<file path="src/rfb_params.svh">
// constants of the registered fanout buffer
`ifndef RFB_PARAMS_SVH
`define RFB_PARAMS_SVH
`define RFB_NUM_BITS 13
`define RFB_CLK_PERIOD_PS 4000
`define RFB_INPUT_ACTIVE_TIME_NS 22
`define RFB_INPUT_INACTIVE_TIME_NS 22
`define RFB_INPUT_ACTIVE_CYC ((`RFB_INPUT_ACTIVE_TIME_NS * 1000 + `RFB_CLK_PERIOD_PS - 1) / `RFB_CLK_PERIOD_PS)
`define RFB_INPUT_INACTIVE_CYC ((`RFB_INPUT_INACTIVE_TIME_NS * 1000 + `RFB_CLK_PERIOD_PS - 1) / `RFB_CLK_PERIOD_PS)
`define RFB_BIT_RESET 1'h0
`define RFB_TRUE_CLK_IDLE 1'h1
`define RFB_COMP_CLK_IDLE 1'h0
`endif

</file>
<file path="src/rfb_pkg.sv">
// types of the registered fanout buffer
package rfb_pkg;
  // sampled true and complementary clock levels
  typedef struct packed {
    logic ck_t;
    logic ck_c;
  } rfb_clk_pair_t;

  function automatic logic rfb_crossing(input rfb_clk_pair_t prev, input rfb_clk_pair_t cur);
    rfb_crossing = cur.ck_t & ~prev.ck_t & ~cur.ck_c & prev.ck_c;
  endfunction
endpackage

</file>
<file path="src/rfb_buffer.sv">
// top of the 1:2 registered fanout buffer
// Contract
// RQ1 - thirteen bit registers each drive an A copy and a B copy that always carry the same value.
// RQ2 - out of reset, each data bit is captured when the true clock rises as the complementary clock falls.
// RQ3 - out of reset and with no such crossing, every output keeps its level and data is ignored.
// RQ4 - a low reset clears all registers and forces every output low whatever the other inputs do.
// RQ5 - while reset is low the data and clock receivers are off so no input reaches the registers.
// RQ6 - the controller holds all data inputs low for at least 22 ns after reset is released.
// RQ7 - the controller keeps data and clocks at valid levels for at least 22 ns after reset goes low.
// RQ8 - the first crossing after reset release loads the data, with no extra warm-up cycles.
`timescale 1ns/1ps
`include "rfb_params.svh"
module rfb_buffer #(
  parameter int NUM_BITS = `RFB_NUM_BITS
) (
  input wire logic i_mclk,
  input wire logic i_rst_n,
  input wire logic i_ck_t,
  input wire logic i_ck_c,
  input wire logic [NUM_BITS-1:0] i_data_in_bits,
  output logic [NUM_BITS-1:0] o_registered_out_bits_a,
  output logic [NUM_BITS-1:0] o_registered_out_bits_b
);
  rfb_pkg::rfb_clk_pair_t clk_cur;
  rfb_pkg::rfb_clk_pair_t prev_q;
  rfb_pkg::rfb_clk_pair_t prev_d;
  logic [NUM_BITS-1:0] data_rcv;
  logic crossing;

  // receivers gated by reset: nothing toggles inside while it is low
  always_comb begin
    clk_cur.ck_t = i_ck_t & i_rst_n; // see RQ5
    clk_cur.ck_c = i_ck_c & i_rst_n; // see RQ5
    data_rcv = i_data_in_bits & {NUM_BITS{i_rst_n}}; // see RQ5
  end

  // history parks at a level pair that cannot look like a crossing, so the
  // release of reset never fakes one; a clock already high at release needs a full cycle
  always_comb begin
    prev_d = clk_cur;
    if (!i_rst_n) begin
      prev_d.ck_t = `RFB_TRUE_CLK_IDLE;
      prev_d.ck_c = `RFB_COMP_CLK_IDLE;
    end
  end

  always_ff @(posedge i_mclk) begin
    prev_q <= prev_d;
  end

  // no warm-up qualifier: the first clean crossing after release already loads
  assign crossing = i_rst_n & rfb_pkg::rfb_crossing(prev_q, clk_cur); // see RQ2 RQ8

  genvar g;
  generate
    for (g = 0; g < NUM_BITS; g++) begin : g_bit
      rfb_bit_slice u_slice (
        .i_mclk(i_mclk),
        .i_rst_n(i_rst_n),
        .i_capture(crossing),
        .i_data_in_bit(data_rcv[g]),
        .o_out_a(o_registered_out_bits_a[g]),
        .o_out_b(o_registered_out_bits_b[g])
      );
    end
  endgenerate

  // helper: cycles since reset release, saturating
  localparam int ACT_CYC = `RFB_INPUT_ACTIVE_CYC;
  logic [7:0] since_rel_q;
  always_ff @(posedge i_mclk) begin
    if (!i_rst_n) begin
      since_rel_q <= 8'h00;
    end else if (since_rel_q != 8'hFF) begin
      since_rel_q <= since_rel_q + 8'h01;
    end
  end

  property p_copies_equal;
    @(posedge i_mclk) o_registered_out_bits_a == o_registered_out_bits_b;
  endproperty
  a_copies_equal: assert property (p_copies_equal) else $error("A and B copies differ"); // see RQ1

  property p_capture;
    @(posedge i_mclk) disable iff (!i_rst_n)
    crossing ##1 i_rst_n |-> o_registered_out_bits_a == $past(i_data_in_bits);
  endproperty
  a_capture: assert property (p_capture) else $error("crossing did not load data"); // see RQ2

  property p_hold;
    @(posedge i_mclk) disable iff (!i_rst_n)
    !crossing ##1 i_rst_n |-> $stable(o_registered_out_bits_a) && $stable(o_registered_out_bits_b);
  endproperty
  a_hold: assert property (p_hold) else $error("outputs moved without a crossing"); // see RQ3

  property p_reset_low;
    @(posedge i_mclk) !i_rst_n |-> o_registered_out_bits_a == '0 && o_registered_out_bits_b == '0;
  endproperty
  a_reset_low: assert property (p_reset_low) else $error("outputs not low in reset"); // see RQ4

  property p_rcv_off;
    @(posedge i_mclk) !i_rst_n ##1 (i_rst_n && !crossing) |-> !crossing && o_registered_out_bits_a == '0;
  endproperty
  a_rcv_off: assert property (p_rcv_off) else $error("input reached registers during reset"); // see RQ5

  property p_first_load;
    @(posedge i_mclk) disable iff (!i_rst_n)
    (since_rel_q < 8'h10 && crossing && $past(o_registered_out_bits_a) == '0) ##1 i_rst_n
      |-> o_registered_out_bits_b == $past(i_data_in_bits);
  endproperty
  a_first_load: assert property (p_first_load) else $error("first crossing after reset not loaded"); // see RQ8

  c_capture_ones: cover property (@(posedge i_mclk) disable iff (!i_rst_n)
    crossing ##1 o_registered_out_bits_a == {NUM_BITS{1'b1}});
  c_reset_clear: cover property (@(posedge i_mclk)
    o_registered_out_bits_a != '0 ##1 !i_rst_n);
  c_late_capture: cover property (@(posedge i_mclk) disable iff (!i_rst_n)
    crossing && since_rel_q >= 8'(ACT_CYC));
endmodule

</file>
<file path="src/rfb_bit_slice.sv">
// one captured bit driving its A and B copies
`timescale 1ns/1ps
`include "rfb_params.svh"
module rfb_bit_slice (
  input wire logic i_mclk,
  input wire logic i_rst_n,
  input wire logic i_capture,
  input wire logic i_data_in_bit,
  output logic o_out_a,
  output logic o_out_b
);
  logic a_q;
  logic a_d;
  logic b_q;
  logic b_d;

  // two flops per bit, as two output drivers would have; both load together
  always_comb begin
    a_d = a_q; // see RQ3
    b_d = b_q; // see RQ3
    if (!i_rst_n) begin
      a_d = `RFB_BIT_RESET; // see RQ4
      b_d = `RFB_BIT_RESET; // see RQ4
    end else if (i_capture) begin
      a_d = i_data_in_bit; // see RQ2
      b_d = i_data_in_bit; // see RQ1
    end
  end

  always_ff @(posedge i_mclk) begin
    a_q <= a_d;
    b_q <= b_d;
  end

  // reset forces the pins low at once, without waiting for the clock edge
  assign o_out_a = a_q & i_rst_n; // see RQ4
  assign o_out_b = b_q & i_rst_n; // see RQ4
endmodule

</file>
<file path="config.mk">
export PLATFORM = sky130hd
export DESIGN_NAME = rfb_buffer
export DESIGN_NICKNAME = d
export VERILOG_FILES = /design/src/rfb_pkg.sv /design/src/rfb_buffer.sv /design/src/rfb_bit_slice.sv
export VERILOG_INCLUDE_DIRS = /design/src /design/src/src
export SDC_FILE = /design/constraint.sdc
export NUM_CORES = 1
export LEC_CHECK = 0
export ABC_AREA = 0
export BUFFER_PORTS_ARGS = -buffer_cell sky130_fd_sc_hd__buf_4
export CAP_MARGIN = 5
export CORE_UTILIZATION = 43
export DETAILED_ROUTE_END_ITERATION = 12
export PLACE_DENSITY = 0.87
export SYNTH_ARGS = -nofsm -noshare
export SYNTH_HDL_FRONTEND = slang
export SYNTH_HIERARCHICAL = 1
export SYNTH_SLANG_ARGS = --single-unit
</file>
<file path="constraint.sdc">
create_clock -name i_mclk -period 1.5 [get_ports i_mclk]
set_clock_uncertainty 0.2 [all_clocks]
set_input_delay 0.225 -clock i_mclk [delete_from_list [all_inputs] [get_ports i_mclk]]
set_output_delay 0.225 -clock i_mclk [all_outputs]
set_load 0.03 [all_outputs]
</file>
# Yosys cells after proc, flatten, opt, wreduce, memory -nomap -nowiden

Index checks and enable logic that the tools add are counted.

Bits in registers: 15
Output and inout port bits: 26
Memories: 0
Memory bits (writable): 0
Latch bits: 0
ROM bits: 0

Magnitude comparators: 0
Multiply operators: 0
Div/mod/pow operators: 0
Muxes and demuxes: 0
Reductions and logical operators: 0
Shift operators: 0
Eq/ne operators: 0
Bitwise operators: 22
Add/subtract/negate cells: 0

Operator list:

| operator       | count |
|---|---|
| $and 1x1->1    | 19 |
| $and 13x13->13 | 1 |
| $not 1->1      | 2 |

# Logic depth before layout (Yosys ltp)

Depth in word-level cells: 5
Depth in mapped cells: 4
Mapped depth without buffers: 4

# Modules after synthesis

Netlist, hierarchy kept.

Modules (own cells, without submodules):

| module        | cells each | times used | area an instance (um^2) |
|---|---|---|---|
| rfb_bit_slice | 5          | 13         | 50.0 |
| rfb_buffer    | 20         | 1          | 171.4 |

# Worst setup path before layout

No wires, ideal clock.

Kind: reg2reg
From: register prev_q[1] (netlist bit)
To: register g_bit[0].u_slice.b_q
Buffers on the path: 0
Path slack: 0.133 ns
Data required time: 1.184 ns
Stages on the path, launching flop included: 5
Arrival: 1.051 ns
Path through: dfxtp_1 > nor2_1 > and4_2 > mux2i_1 > nor2b_1

Cells in the longest elaborated chain, start to end: 5

RTL lines:

| what                      | line                | RTL |
|---|---|---|
| start, declared           | rfb_buffer.sv:25    | `rfb_pkg::rfb_clk_pair_t prev_q;` |
| start signal, assigned    | rfb_buffer.sv:48    | `prev_q <= prev_d;` |
| $not 1->1                 | rfb_pkg.sv:10       | `rfb_crossing = cur.ck_t & ~prev.ck_t & ~cur.ck_c & prev.ck_c;` |
| $and 1x1->1 (3 in series) | rfb_pkg.sv:10       |  |
| $and 1x1->1               | rfb_buffer.sv:52    | `assign crossing = i_rst_n & rfb_pkg::rfb_crossing(prev_q, clk_cur);` |
| net crossing              | rfb_buffer.sv:28    | `logic crossing;` |
| end signal, assigned      | rfb_bit_slice.sv:32 | `b_q <= b_d;` |
| end, declared             | rfb_bit_slice.sv:14 | `logic b_q;` |

The timed path passes the listed nets, and every way through them passes these cells.
A chain may end at the register's enable or synchronous reset.

==> results.cfg <==
[logic_synthesis]
synth_seq_area_share_pct = 36.53
syn_avg_cell_area_sq_um = 9.671
syn_inst = 85
ys.warnings.count = 6
syn_nets = 102
netlist_area_sq_um = 822.0
ys_ff_latch = 15
synth.distinct_cells = 10

[hold_path]
min_to = g_bit[5].u_slice/b_q
hp-start = i_rst_n
holdPathStages = 2
holdCritPathClass = primary input to flop

[global_routing]
grt_pass1_vias = 529
track_usage_pct = 15.47
antenna_found_initial = 0
grt_pass1_wl_microns = 2208
grt_max_degree = 18
grt_overflow_total = 0

[die]
die_w_microns = 45.73
start_util_pct = 46.60
fp.dieH_microns = 45.73
die-area_sq_um = 2091
io_pins = 43
row_count = 15
fp.coreArea_sq_um = 1764

[detailed_routing]
wl_microns = 1528
avgViaCountPerCell = 4.392
drc = 0
dr.first_iter.drc_count = 5
firstDrtPassIters = 2
drtAntennaViolNets = 0
vias = 650
wire_per_inst_microns = 10.32

[worst_setup_path]
worstPathRequired_ns = 1.07
r2r-end = g_bit[12].u_slice/b_q
path_class = flop to output pin
regToRegSetupSlack_ns = 0.14
endpoint_kind = output pin
crit_path_start_kind = flop
crit_path_max_fanout = 2
critPathArrivalTime_ns = 0.96
reg2reg_depth = 5
r2r-start = prev_q[1]

[run_status]
outcome = completed

[job]
drv_cap = 0

[layout]
post-route-util_pct = 65.89
fillCellCount = 162
nets = 141
drive_gt1_share_pct = 49.59
n_antenna_cell = 0
area.growth.synth_to_final_pct = 41.40
seq_area_sq_um = 300.3
multi_input_area_sq_um = 412.9

[clock_network]
cts.sinks = 15
cts_tree = done
numCtsBuffers = 3
ctsHoldBuffers = 2
worst_skew_pair.late_latency_ns = 0.28
cts_setup_buffers = 0
cts-htree-levels = 1
root_buffer = clkbuf_4
cts.clk_slew.worst_paths_ns = 0.09
cts_resized = 0
clk_path_buf_depth = 2

[timing]
fin_crit_ns = 1.380
finalMaxSlewViolations = 0
slew_headroom_pct = 91.01
setup-tns-final_ns = 0
setup_viol = 0
finalHoldViolCount = 0
rsz0062_at_grt = false
fin_crit_sh_pct = 92.01
fmaxAchievable_mhz = 724.6
worst_slew_pin_slew_ns = 0.1311

[pwr]
peakVddDrop_uv = 489.6
power.density_nw_per_um2 = 614.2
p_leak_nw = 0.5136

[place]
gp_congestion = 0.6352
io_buffers = 42
[cell usage in the layout, fill, tap and decap left out, drive strengths merged]
cell type,count
and4,1
clkinv,1
nor2,1
dfxtp,15
and2,27
mux2i,13
nand2b,1
buf,46
dlygate4sd3,2
clkbuf,3
nor2b,13
[where the power goes]
part	total [mW]	leakage [nW]	switching, mW	internal, mW
logic	0.0866	0.375	0.0274	0.0592
clock network	0.225	0.0177	0.126	0.0990
registers	0.402	0.121	0.000865	0.401
[worst max-delay path, cell delays in order (launching register included)]
cell     delay, ns
dfxtp_1       0.33
and2_1        0.17
buf_4         0.18
[kinds of logic after synthesis]
| logic type | Yosys count | synth area share, % |
|---|---|---|
| muxes | 13 | 15.83 |
| DFF | 15 | 36.53 |
| buffers and inverters | 14 | 13.24 |
| and+or+nand+nor | 43 | 34.40 |
[cell usage after synthesis (all sizes together)]
library cell  instances  area, sq um
and2                 27        181.4
and4                  1        10.01
buf                  14        108.9
dfxtp                15        300.3
mux2i                13        130.1
nand2b                1        6.260
nor2                  1        3.750
nor2b                13        81.33
[metal layers]
layer	track usage [%]	wire length, microns	vias up
met5	0	0	-
met4	7.059	9	0
met3	5.952	115	2
met2	28.00	773	27
met1	15.44	630	288
li1	-	-	333
[worst max-delay path by stage]
stage	from	to	slack, ns
finish	g_bit[0].u_slice/b_q	o_registered_out_bits_a[0]	0.12
global route	g_bit[0].u_slice/b_q	o_registered_out_bits_a[0]	0.08
CTS	g_bit[0].u_slice/b_q	o_registered_out_bits_a[0]	0.11
detailed placement	i_ck_c	g_bit[6].u_slice/b_q	0.07
global placement	i_ck_c	g_bit[6].u_slice/b_q	0.11
floorplan	prev_q[1]	g_bit[0].u_slice/b_q	0.13
[registers in the layout (all words and copies together), names as in the netlist]
signal / flops
g_bit.u_slice/b_q: 13
prev_q: 2
[metrics by stage]
| stage | hold slack, ns | worst slack [ns] | area, sq um | power, mW | instances |
|---|---|---|---|---|---|
| 5_1_grt | 0.06995 | 0.07689 | 1162 | 0.7446 | 148 |
| 2_1_floorplan | 0.09804 | 0.1330 | 822.0 | 0.4433 | 85 |
| 6_report | 0.06544 | 0.1199 | 1162 | 0.7139 | 148 |
| 3_3_place_gp | 0.2172 | 0.1135 | 1115 | 0.4927 | 142 |
| 3_5_place_dp | 0.2256 | 0.06603 | 1115 | 0.4949 | 142 |
| 4_1_cts | 0.05825 | 0.1121 | 1162 | 0.7252 | 148 |
[area by class of cell]
class	instances	area share, %
clock buffer	3	1.938
sequential	15	25.83
clock inverter	1	0.4306
multi-input combinational	56	35.52
tap	25	2.691
timing repair buffer	48	33.58
No activity file was read; power rests on OpenSTA's default activity.
